### src/rtl/sap_pkg.sv
// Purpose: Shared constants and types of the serial port control block.
// Assumes: Registers sit on 32-bit Avalon words, byte address is four times the index.
// Notes: Field positions are fixed by the packed register structs below.
package sap_pkg;

  // Register indices; the byte address is four times the index.
  localparam logic [5:0] IDX_CTRL1 = 6'h38;
  localparam logic [5:0] IDX_CTRL2 = 6'h39;
  localparam logic [5:0] IDX_FLAGS1 = 6'h3B;
  localparam logic [5:0] IDX_DATA = 6'h3D;
  localparam logic [5:0] IDX_HALT = 6'h3E;

  // Reset values and the set of flags cleared by a two-step sequence.
  localparam logic [7:0] CTRL_RST = 8'h00;
  localparam logic [7:0] FLAGS_RST = 8'hC0;
  localparam logic [7:0] ARM_MASK = 8'hBB;

  // Frame lengths in bits, start and stop included.
  localparam logic [3:0] LEN_SHORT = 4'hA;
  localparam logic [3:0] LEN_LONG = 4'hB;
  localparam logic [3:0] LEN_MARK = 4'h1;

  // Control register one.
  typedef struct packed {
    logic loopbackSel;
    logic serialOn;
    logic txPolarityFlip;
    logic longFrame;
    logic wakeOnMark;
    logic idleCountOrigin;
    logic parityOn;
    logic parityOddSel;
  } sap_ctrl1_t;

  // Control register two.
  typedef struct packed {
    logic txEmptyIrqOn;
    logic txDoneIrqOn;
    logic rxFullIrqOn;
    logic idleIrqOn;
    logic txOn;
    logic rxOn;
    logic rxStandby;
    logic sendBrk;
  } sap_ctrl2_t;

  // Status flags.
  typedef struct packed {
    logic txEmptyFlag;
    logic txDoneFlag;
    logic rxFullFlag;
    logic idleFlag;
    logic overrunFlag;
    logic rsvd;
    logic framingErrFlag;
    logic parityErrFlag;
  } sap_flags_t;

  // Frame shape handed to the shifter.
  typedef struct packed {
    logic longFrame;
    logic parityOn;
    logic parityOddSel;
  } sap_tx_cfg_t;

  typedef enum logic [2:0] {TXR_NONE, TXR_IDLE, TXR_BRK, TXR_MARK, TXR_DATA} sap_txreq_t;
  typedef enum logic {RX_IDLE, RX_FRAME} sap_rxst_t;

  // Shifter state.
  typedef struct packed {
    logic busy;
    logic line;
    logic [3:0] cnt;
    logic [10:0] shift;
  } sap_tx_state_t;

  // Parity bit over seven or eight data bits; even gives the plain XOR.
  function automatic logic sap_parity(input logic [7:0] d, input logic all8,
                                      input logic odd);
    sap_parity = ^{d[7] & all8, d[6:0]} ^ odd;
  endfunction

endpackage

### src/rtl/sap_port_ctrl.sv
// Purpose: Register file, pin sharing, flags and receive control of the serial port.
// Assumes: Avalon-MM slave with byte addresses; debugHalt and stopMode share core_clk.
// Notes: Every access is answered with one wait cycle; read data come from a flop.
//
// The Avalon-MM interface to the registers was chosen for this implementation.
`timescale 1ns/1ns
`default_nettype none

module sap_port_ctrl #(
  parameter int unsigned BIT_CYCLES = 16
) (
  // Clock and reset
  input wire logic core_clk,
  input wire logic srst,
  // Avalon-MM register slave
  input wire logic [7:0] avs_address,
  input wire logic avs_read,
  input wire logic avs_write,
  input wire logic [31:0] avs_writedata,
  input wire logic [3:0] avs_byteenable,
  output logic [31:0] avs_readdata,
  output logic avs_waitrequest,
  // System state
  input wire logic stopMode,
  input wire logic debugHalt,
  // Port pin fallback while the serial port is off
  input wire logic [1:0] portBDir,
  input wire logic [1:0] portBData,
  // Pins
  input wire logic rxPinIn,
  output logic rxPinOut,
  output logic rxPinOe,
  output logic txPinOut,
  output logic txPinOe,
  // Interrupt requests
  output logic txIrq,
  output logic rxIrq
);
  // Elaboration check: the bit timer is sixteen bits and needs a half bit of at least one.
  if (BIT_CYCLES < 4 || BIT_CYCLES > 65536)
  begin : gBadBit
    $error("BIT_CYCLES must lie in 4 to 65536");
  end

  localparam logic [15:0] BIT_LAST = 16'(BIT_CYCLES - 1);
  localparam logic [15:0] BIT_HALF = 16'(BIT_CYCLES / 2 - 1);

  // Whole state of the block.
  typedef struct packed {
    sap_pkg::sap_ctrl1_t ctrl1;
    sap_pkg::sap_ctrl2_t ctrl2;
    sap_pkg::sap_flags_t flags;
    sap_pkg::sap_flags_t arm;
    logic haltClrAllow;
    logic [7:0] txData;
    logic [7:0] rxData;
    logic ack;
    logic [7:0] rdData;
    logic preamblePend;
    logic brkSent;
    logic [15:0] baudCnt;
    logic rxSync1;
    logic rxSync2;
    logic rxPrev;
    sap_pkg::sap_rxst_t rxState;
    logic [15:0] rxTimer;
    logic [3:0] rxIdx;
    logic [8:0] rxShift;
    logic [3:0] onesCnt;
    logic idleArm;
  } sap_main_t;

  sap_main_t s;
  sap_main_t n;

  // Combinational helpers.
  logic busReq;
  logic take;
  logic wrLow;
  logic rdTake;
  logic [5:0] idx;
  logic clrOk;
  logic [7:0] readMux;
  logic bitTick;
  logic rxEn;
  logic rxLine;
  logic rxTick;
  logic [3:0] frameLen;
  logic countOne;
  logic zeroOnes;
  logic charDone;
  logic idleEvt;
  logic [8:0] rxChar;
  logic rxMsb;
  logic parBad;
  sap_pkg::sap_txreq_t txReq;
  sap_pkg::sap_tx_cfg_t txCfg;
  logic txAccept;
  logic txBusy;
  logic txSerial;

  // Bus decode: one wait cycle, the access acts on the edge where waitrequest is low.
  assign busReq = avs_read | avs_write;
  assign idx = avs_address[7:2];
  assign take = busReq & s.ack;
  assign wrLow = take & avs_write & avs_byteenable[0];
  assign rdTake = take & avs_read;
  assign avs_waitrequest = busReq & ~s.ack;
  assign avs_readdata = {24'h000000, s.rdData};
  assign clrOk = ~debugHalt | s.haltClrAllow;

  // Read multiplexer; unmapped words read as zero.
  always_comb
  begin
    case (idx)
      sap_pkg::IDX_CTRL1: readMux = s.ctrl1;
      sap_pkg::IDX_CTRL2: readMux = s.ctrl2;
      sap_pkg::IDX_FLAGS1: readMux = s.flags;
      sap_pkg::IDX_DATA: readMux = s.rxData;
      sap_pkg::IDX_HALT: readMux = {7'h00, s.haltClrAllow};
      default: readMux = 8'h00;
    endcase
  end

  // Baud tick and receive path; stop mode freezes both.
  assign bitTick = s.ctrl1.serialOn & ~stopMode & (s.baudCnt == 16'h0000);
  assign rxEn = s.ctrl1.serialOn & s.ctrl2.rxOn & ~stopMode;
  assign rxLine = s.ctrl1.loopbackSel ? txSerial : s.rxSync2;
  assign rxTick = s.rxTimer == 16'h0000;
  assign frameLen = s.ctrl1.longFrame ? sap_pkg::LEN_LONG : sap_pkg::LEN_SHORT;
  assign rxChar = s.ctrl1.longFrame ? s.rxShift : {1'b0, s.rxShift[8:1]};
  assign rxMsb = s.ctrl1.longFrame ? rxChar[8] : rxChar[7];
  assign txCfg = '{s.ctrl1.longFrame, s.ctrl1.parityOn, s.ctrl1.parityOddSel};

  // Parity check against the MSB slot of the received character.
  always_comb
  begin
    if (s.ctrl1.longFrame)
    begin
      parBad = rxChar[8] != sap_pkg::sap_parity(rxChar[7:0], 1'b1, s.ctrl1.parityOddSel);
    end
    else
    begin
      parBad = rxChar[7] != sap_pkg::sap_parity(rxChar[7:0], 1'b0, s.ctrl1.parityOddSel);
    end
  end

  // Transmit request priority: break, then mark after a break, then preamble, then data.
  // Break ahead of preamble is why an early break toggle replaces the preamble.
  always_comb
  begin
    txReq = sap_pkg::TXR_NONE;
    if (s.ctrl1.serialOn & s.ctrl2.txOn & ~stopMode)
    begin
      if (s.ctrl2.sendBrk)
      begin
        txReq = sap_pkg::TXR_BRK;
      end
      else if (s.brkSent)
      begin
        txReq = sap_pkg::TXR_MARK;
      end
      else if (s.preamblePend)
      begin
        txReq = sap_pkg::TXR_IDLE;
      end
      else if (~s.flags.txEmptyFlag)
      begin
        txReq = sap_pkg::TXR_DATA;
      end
    end
  end

  // Next-state logic for bus, flags and receiver.
  always_comb
  begin
    n = s;
    countOne = 1'b0;
    zeroOnes = 1'b0;
    charDone = 1'b0;
    idleEvt = 1'b0;
    // Bus handshake and read data capture.
    n.ack = busReq & ~s.ack;
    if (busReq & ~s.ack & avs_read)
    begin
      n.rdData = readMux;
    end
    // Baud counter runs only while the port is on.
    if (bitTick)
    begin
      n.baudCnt = BIT_LAST;
    end
    else if (s.ctrl1.serialOn & ~stopMode)
    begin
      n.baudCnt = s.baudCnt - 16'h0001;
    end
    // Register writes.
    if (wrLow & idx == sap_pkg::IDX_CTRL1)
    begin
      n.ctrl1 = avs_writedata[7:0];
    end
    if (wrLow & idx == sap_pkg::IDX_CTRL2)
    begin
      n.ctrl2 = avs_writedata[7:0];
      if (~s.ctrl1.serialOn)
      begin
        n.ctrl2.txOn = s.ctrl2.txOn;
        n.ctrl2.rxOn = s.ctrl2.rxOn;
      end
      else if (avs_writedata[3] & ~s.ctrl2.txOn)
      begin
        n.preamblePend = 1'b1;
      end
    end
    if (wrLow & idx == sap_pkg::IDX_HALT)
    begin
      n.haltClrAllow = avs_writedata[0];
    end
    if (wrLow & idx == sap_pkg::IDX_DATA)
    begin
      n.txData = avs_writedata[7:0];
    end
    // First step of a clear arms only the flags the reader was shown, taken from the
    // captured read byte, so a flag that sets during the wait cycle is not armed unseen.
    if (rdTake & idx == sap_pkg::IDX_FLAGS1 & clrOk)
    begin
      n.arm = s.arm | (s.rdData & sap_pkg::ARM_MASK);
    end
    // Second steps: data write clears empty, data read clears armed receive flags.
    if (wrLow & idx == sap_pkg::IDX_DATA & clrOk & s.arm.txEmptyFlag)
    begin
      n.flags.txEmptyFlag = 1'b0;
      n.arm.txEmptyFlag = 1'b0;
    end
    if (rdTake & idx == sap_pkg::IDX_DATA & clrOk)
    begin
      n.flags = n.flags & ~(s.arm & ~8'h80);
      n.arm = n.arm & 8'h80;
    end
    // Transmit hand-off; the set of the empty flag wins over a clear in the same cycle.
    if (txAccept)
    begin
      n.brkSent = txReq == sap_pkg::TXR_BRK;
      if (txReq != sap_pkg::TXR_DATA)
      begin
        n.preamblePend = 1'b0;
      end
      if (txReq == sap_pkg::TXR_DATA)
      begin
        n.flags.txEmptyFlag = 1'b1;
      end
    end
    // Two-flop synchroniser on the receive pin.
    n.rxSync1 = rxPinIn;
    n.rxSync2 = s.rxSync1;
    // Receiver: find the start edge, sample mid-bit, count idle ones.
    if (rxEn)
    begin
      n.rxPrev = rxLine;
      n.rxTimer = rxTick ? BIT_LAST : s.rxTimer - 16'h0001;
      case (s.rxState)
        sap_pkg::RX_IDLE:
        begin
          if (s.rxPrev & ~rxLine)
          begin
            n.rxState = sap_pkg::RX_FRAME;
            n.rxTimer = BIT_HALF;
            n.rxIdx = 4'h0;
          end
          else if (rxTick)
          begin
            countOne = rxLine;
            zeroOnes = ~rxLine;
          end
        end
        sap_pkg::RX_FRAME:
        begin
          if (rxTick)
          begin
            if (s.rxIdx == 4'h0)
            begin
              // A start bit that is high again at mid-bit was a glitch.
              n.rxState = rxLine ? sap_pkg::RX_IDLE : sap_pkg::RX_FRAME;
              n.rxIdx = 4'h1;
              zeroOnes = 1'b1;
            end
            else if (s.rxIdx < frameLen - 4'h1)
            begin
              n.rxShift = {rxLine, s.rxShift[8:1]};
              n.rxIdx = s.rxIdx + 4'h1;
              countOne = rxLine & ~s.ctrl1.idleCountOrigin;
              zeroOnes = ~rxLine | s.ctrl1.idleCountOrigin;
            end
            else
            begin
              n.rxState = sap_pkg::RX_IDLE;
              charDone = 1'b1;
              countOne = rxLine & ~s.ctrl1.idleCountOrigin;
              zeroOnes = ~rxLine | s.ctrl1.idleCountOrigin;
            end
          end
        end
        default:
        begin
          n.rxState = sap_pkg::RX_IDLE;
        end
      endcase
    end
    else if (~stopMode)
    begin
      // Receiver off: reception stops, flags are left as they are.
      n.rxState = sap_pkg::RX_IDLE;
      n.rxPrev = 1'b1;
      n.onesCnt = 4'h0;
    end
    // Idle counter saturates so one idle stretch raises one event.
    if (zeroOnes)
    begin
      n.onesCnt = 4'h0;
    end
    else if (countOne & s.onesCnt < frameLen)
    begin
      n.onesCnt = s.onesCnt + 4'h1;
      idleEvt = s.onesCnt == frameLen - 4'h1;
    end
    // Character end: standby swallows every character except an address mark with wakeOnMark set.
    if (charDone & (~s.ctrl2.rxStandby | (s.ctrl1.wakeOnMark & rxMsb)))
    begin
      if (s.ctrl2.rxStandby)
      begin
        n.ctrl2.rxStandby = 1'b0;
      end
      if (s.flags.rxFullFlag)
      begin
        n.flags.overrunFlag = 1'b1;
      end
      else
      begin
        n.rxData = rxChar[7:0];
        n.flags.framingErrFlag = ~rxLine;
        n.flags.parityErrFlag = s.ctrl1.parityOn & parBad;
      end
      n.flags.rxFullFlag = 1'b1;
      n.idleArm = 1'b1;
    end
    // Idle line: wakes from standby without a flag when wakeOnMark is clear; outside standby sets idle once per character.
    if (idleEvt)
    begin
      if (s.ctrl2.rxStandby & ~s.ctrl1.wakeOnMark)
      begin
        n.ctrl2.rxStandby = 1'b0;
      end
      else if (~s.ctrl2.rxStandby & s.idleArm)
      begin
        n.flags.idleFlag = 1'b1;
        n.idleArm = 1'b0;
      end
    end
    // Done follows empty with nothing on or waiting for the line.
    n.flags.txDoneFlag = n.flags.txEmptyFlag & ~txBusy & ~txAccept &
                         ~n.preamblePend & ~s.ctrl2.sendBrk & ~n.brkSent;
    if (~n.ctrl1.serialOn)
    begin
      n.flags.txEmptyFlag = 1'b1;
      n.flags.txDoneFlag = 1'b1;
    end
    // Stop mode holds everything except the bus and the synchroniser.
    if (stopMode)
    begin
      n.rxState = s.rxState;
      n.rxTimer = s.rxTimer;
      n.onesCnt = s.onesCnt;
      n.rxPrev = s.rxPrev;
    end
  end

  // State register with synchronous reset.
  always_ff @(posedge core_clk)
  begin
    if (srst)
    begin
      s <= '0;
      s.ctrl1 <= sap_pkg::CTRL_RST;
      s.ctrl2 <= sap_pkg::CTRL_RST;
      s.flags <= sap_pkg::FLAGS_RST;
      s.rxSync1 <= 1'b1;
      s.rxSync2 <= 1'b1;
      s.rxPrev <= 1'b1;
    end
    else
    begin
      s <= n;
    end
  end

  // Transmit shifter.
  sap_tx_shift uTx (
    .core_clk(core_clk),
    .srst(srst),
    .bitTick(bitTick),
    .cfg(txCfg),
    .req(txReq),
    .data(s.txData),
    .accept(txAccept),
    .busy(txBusy),
    .serialOut(txSerial)
  );

  // Pin sharing: the port owns both pins while on; inversion covers every level.
  assign txPinOe = s.ctrl1.serialOn | portBDir[1];
  assign txPinOut = s.ctrl1.serialOn ? txSerial ^ s.ctrl1.txPolarityFlip : portBData[1];
  assign rxPinOe = ~s.ctrl1.serialOn & portBDir[0];
  assign rxPinOut = portBData[0];

  // Interrupt requests; standby masks the receiver side.
  assign txIrq = s.ctrl1.serialOn & ((s.flags.txEmptyFlag & s.ctrl2.txEmptyIrqOn) |
                 (s.flags.txDoneFlag & s.ctrl2.txDoneIrqOn));
  assign rxIrq = ~s.ctrl2.rxStandby & ((s.flags.rxFullFlag & s.ctrl2.rxFullIrqOn) |
                 (s.flags.idleFlag & s.ctrl2.idleIrqOn));
endmodule
`default_nettype wire

### src/rtl/sap_tx_shift.sv
// Purpose: Transmit shifter that sends data, preamble, break and mark frames.
// Assumes: bitTick is a one-cycle pulse once per bit time.
// Notes: A new frame loads on the tick that ends the last one, so frames abut.
`timescale 1ns/1ns
`default_nettype none
module sap_tx_shift (
  // Clock and reset
  input wire logic core_clk,
  input wire logic srst,
  // Bit timing and frame shape
  input wire logic bitTick,
  input wire sap_pkg::sap_tx_cfg_t cfg,
  // Frame request
  input wire sap_pkg::sap_txreq_t req,
  input wire logic [7:0] data,
  output logic accept,
  // Line
  output logic busy,
  output logic serialOut
);
  sap_pkg::sap_tx_state_t s;
  sap_pkg::sap_tx_state_t n;
  logic [10:0] frame;
  logic [3:0] len;
  logic ninth;
  logic bit7;

  // Build the frame LSB first, then shift one bit per tick.
  always_comb
  begin
    n = s;
    accept = 1'b0;
    ninth = cfg.parityOn ? sap_pkg::sap_parity(data, 1'b1, cfg.parityOddSel) : 1'b1;
    bit7 = cfg.parityOn ? sap_pkg::sap_parity(data, 1'b0, cfg.parityOddSel) : data[7];
    len = cfg.longFrame ? sap_pkg::LEN_LONG : sap_pkg::LEN_SHORT;
    frame = 11'h7FF;
    case (req)
      sap_pkg::TXR_DATA:
      begin
        frame = cfg.longFrame ? {1'b1, ninth, data, 1'b0} : {2'b11, bit7, data[6:0], 1'b0};
      end
      sap_pkg::TXR_BRK:
      begin
        frame = 11'h000;
      end
      sap_pkg::TXR_MARK:
      begin
        len = sap_pkg::LEN_MARK;
      end
      default:
      begin
        frame = 11'h7FF;
      end
    endcase
    if (bitTick)
    begin
      if (s.cnt == 4'h0)
      begin
        if (req != sap_pkg::TXR_NONE)
        begin
          accept = 1'b1;
          n.busy = 1'b1;
          n.line = frame[0];
          n.shift = {1'b1, frame[10:1]};
          n.cnt = len - 4'h1;
        end
        else
        begin
          // An unloaded line rests at mark.
          n.busy = 1'b0;
          n.line = 1'b1;
        end
      end
      else
      begin
        n.line = s.shift[0];
        n.shift = {1'b1, s.shift[10:1]};
        n.cnt = s.cnt - 4'h1;
      end
    end
  end

  // State register.
  always_ff @(posedge core_clk)
  begin
    if (srst)
    begin
      s <= '0;
      s.line <= 1'b1;
    end
    else
    begin
      s <= n;
    end
  end

  assign busy = s.busy;
  assign serialOut = s.line;
endmodule
`default_nettype wire
### config.mk
export PLATFORM = sky130hd
export DESIGN_NAME = sap_port_ctrl
export DESIGN_NICKNAME = d
export VERILOG_FILES = /design/src/rtl/sap_pkg.sv /design/src/rtl/sap_port_ctrl.sv /design/src/rtl/sap_tx_shift.sv
export SDC_FILE = /design/constraint.sdc
export NUM_CORES = 1
export LEC_CHECK = 0
export ABC_AREA = 1
export BUFFER_PORTS_ARGS = -buffer_cell sky130_fd_sc_hd__buf_2
export CAP_MARGIN = 10
export CELL_PAD_IN_SITES_DETAIL_PLACEMENT = 0
export CELL_PAD_IN_SITES_GLOBAL_PLACEMENT = 1
export CORE_AREA = 4 4 159 115
export DETAILED_ROUTE_END_ITERATION = 16
export DIE_AREA = 0 0 163 119
export PLACE_DENSITY = 0.88
export SYNTH_ARGS = -nofsm -noshare
export SYNTH_HDL_FRONTEND = slang
export SYNTH_SLANG_ARGS = --single-unit
### constraint.sdc
create_clock -name core_clk -period 2.4 [get_ports core_clk]
set_input_delay 0.72 -clock core_clk [delete_from_list [all_inputs] [get_ports core_clk]]
set_output_delay 0.72 -clock core_clk [all_outputs]
set_load 0.05 [all_outputs]
==> impl_results.md <==
- Outcome: completed
- Global route overflow: 0
- Worst-path fanout max: 6
- CTS tree: yes
- Worst setup SP type: flip-flop
- First-pass iteration count of the detailed router: 5
- CP max stage delay: between 400 and 500 ps
- Clk Tree Root Cell: clkbuf_16
- Starting Density: 0.4006
- Critical Path RT: 1680 ps
- CP max stage cell: dfxtp_1
- Synth Area in Adders: 0.01857
- DP HPWL: between 10000 and 15000 um
- Fin worst setup slack: 146.9 ps
- DRT antenna net count: 0
- Maximum VDD drop: roughly 0.42 mV
- # hold bufs at CTS: 0
- Setup Buffers After CTS: 0
- Clock-pin slew on the worst setup and hold paths: 60 ps
- Sequential share of the synthesized area: 0.3804
- Die ar.: a little under 20000 um^2
- CP startpoint: s[112]
- Worst-Skew Late Latency: 420 ps
- Die Span Y: ~120 um
- Final #Nets: roughly 1100
- Min Hold Slack: approximately 420 ps
- Arr. time, crit path: ~1500 ps
- Inserted Diodes: 0
- Unique cell type count in the Yosys netlist: 45
- Total track usage: 0.1811
- Critical path capture point type: output port
- Largest net degree at the start of global routing: 23
- Initial antenna violation count: 0
- CTS Buffer Depth: 2
- PostCTS Resize Cnt: 0
- Worst Setup Path Type: flip-flop to output port
- Syn Area/Cell: between 6 and 7 um^2
- Xor-xnor portion of the synthesized cell area: 0.02730
- Fillers: between 1500 and 2000
- CTS sink count: 128
- Largest family of logic cells by synthesized area: simple AND/OR/NAND/NOR gates
- Wire per inst: approximately 13 um
- Initial DRC count: 497
- F_max: around 0.44 GHz
- Core Rows: 40
- Share of layout cells above drive strength 1: 0.1274
- Detailed-route wire length: roughly 17000 um
- Vias per cell: ~4.8
- Mux cell area share after synthesis: 0
- Share of the synthesized area in the top cell type: 0.3804
- Post-place setup slack: -65.45 ps
- Fin. Hold Viols: 0
- RR Startpoint: s[110]
- Routed vias: 6201
- Layout Area Growth over Synthesis: 15.95%
- Unrepaired setup endpoints after global routing: false
- H-tree depth reported by CTS: 4
- DRC: 0
- #FFs+latches synth: ~130
- Ranking of synthesized cells by area: dfxtp_1 38%, nand2_1 12%, a21oi_1 9.5%, inv_1 7.1%, o21ai_0 6.2%
- Number of global-route vias before repair: a little over 6000
- Final number of setup-violating endpoints: 0
- Final Cycle Share: 0.9388
- CP Cell Sequence: inv_1, o21ai_0, buf_2
- Post-synthesis simple-gate area fraction: 0.2572
- Max-cap viol count: 0
- Global-route wire length before repair: 29090 um
- I/O Pins: 94
- Core region area: about 17000 um^2
- Synth area leader: dfxtp_1
- Yosys warns: 0
- Hold Crit Class: flip-flop to flip-flop
- Power per cell area: roughly 660 nW/um^2
- Hold_sp: n[36]
- Post-layout util: 0.4645
- Leakage Power: around 3.4 nW
- Synth Instances: roughly 990
- Fin crit period: ~2300 ps
- Max-slew violation count: 0
- Clock skew: 10.85 ps
- Die X: 163 um
- GP Congestion: slightly below 0.9
- # port buffers: 38
- CTS Buf Count: 17
- Post-Syn Area: between 6000 and 7000 um^2
- Synth Area in Compound Gates: 0.1874
-- registers in the layout (all words and copies together) (netlist names) --
signal and flops:
avs_readdata 8, n 1, s 102, uTx.serialOut 1, uTx.s 15, uTx.busy 1
-- logic make-up (layout without fill, tap and decap cells) --
logic type      after synthesis  count (layout)
fa+ha+maj                    10              10
compound gates              238             238
simple gates                396             396
buf+inv                     191             235
xor+xnor                     21              21
other cells                   1              24
flops                       128             128
-- final timing paths --
kind / end / slack (ps) / depth (start not counted)
hold / removal: s[36] / 420 / 1
hold reg to reg: s[36] / 420 / 1
setup reg to reg: s[90] / 340 / 10
setup / recovery: txPinOut / 150 / 3
-- layout make-up --
class                   count  area [um^2]  area share
clock buffers              18        439.2     0.05622
clock inverters            14        190.2     0.02435
inverters                 132        498.0     0.06375
multi-input cells         689         3395      0.4346
flip-flops and latches    128         2562      0.3280
well taps                 231        289.0     0.03700
repair buffers             71        437.9     0.05606
-- per-layer routing --
| layer | GRT usage | wire length (um) | vias up |
|---|---|---|---|
| met5 | 0 | 0 | - |
| met4 | 0.04505 | 143 | 0 |
| met3 | 0.04393 | 937 | 16 |
| met2 | 0.2570 | 6921 | 130 |
| met1 | 0.2733 | 8921 | 2779 |
| li1 | - | - | 3276 |
-- Yosys cell counts --
cell       number
a211oi_1        2
a211oi_2        2
a21oi_1       128
a221oi_1        2
a31oi_1         6
a41oi_1         1
and3_1          1
buf_2           8
buf_4          34
buf_6           1
clkbuf_1       15
clkbuf_2        1
clkinv_1        2
conb_1          1
dfxtp_1       128
ha_1           10
inv_1         127
inv_2           2
inv_4           1
nand2_1       213
nand2_2         2
nand2_4         1
nand3_1        52
nand3_2         1
nand3_4         1
nand3b_1        3
nand4_1         7
nor2_1         68
nor2_2          8
nor2_4          3
nor3_1         18
nor3_2          2
nor4_1          8
o2111ai_1       2
o211a_1         1
o211ai_1        3
o21a_1          2
o21ai_0        84
o21ai_1         2
o221ai_1        1
o22ai_1         1
o31ai_1         1
or2_2           8
xnor2_1        10
xor2_1         11
-- where the power goes --
group,switching (mW),total (mW),internal [mW],leakage (nW)
Clock,1.08,2.78,1.70,0.307
Sequential,0.00325,2.13,2.13,1.03
Combinational,0.193,0.238,0.0454,2.04
Total,1.28,5.15,3.87,3.38
-- per-stage QoR --
stage               cell area, um^2  setup TNS (ps)  instances  power (mW)
CTS                            7811               0       1283       5.186
finish                         7811               0       1283       5.149
global route                   7811               0       1283       5.298
global placement               7182          -55.68       1251       2.416
floorplan                      6823               0       1008       2.386
detailed placement             7182          -118.7       1251       2.415
-- critical path: cells and delay by family, from the launching register on --
kind	cells	cell delay, ps
buffers and inverters	2	480
AOI/OAI and AO/OA	1	200
DFF	1	450
-- placed cells by master (no fill, tap or decap), types with 11 or more instances in the layout --
cell type	Yosys	routed
a21oi_1	128	128
buf_2	8	38
buf_4	34	33
clkbuf_16	0	17
conb_1	1	24
dfxtp_1	128	128
inv_1	127	127
nand2_1	213	213
nand3_1	52	52
nor2_1	68	68
nor3_1	18	18
o21ai_0	84	84
xor2_1	11	11
(Power assumes the default switching activity.)
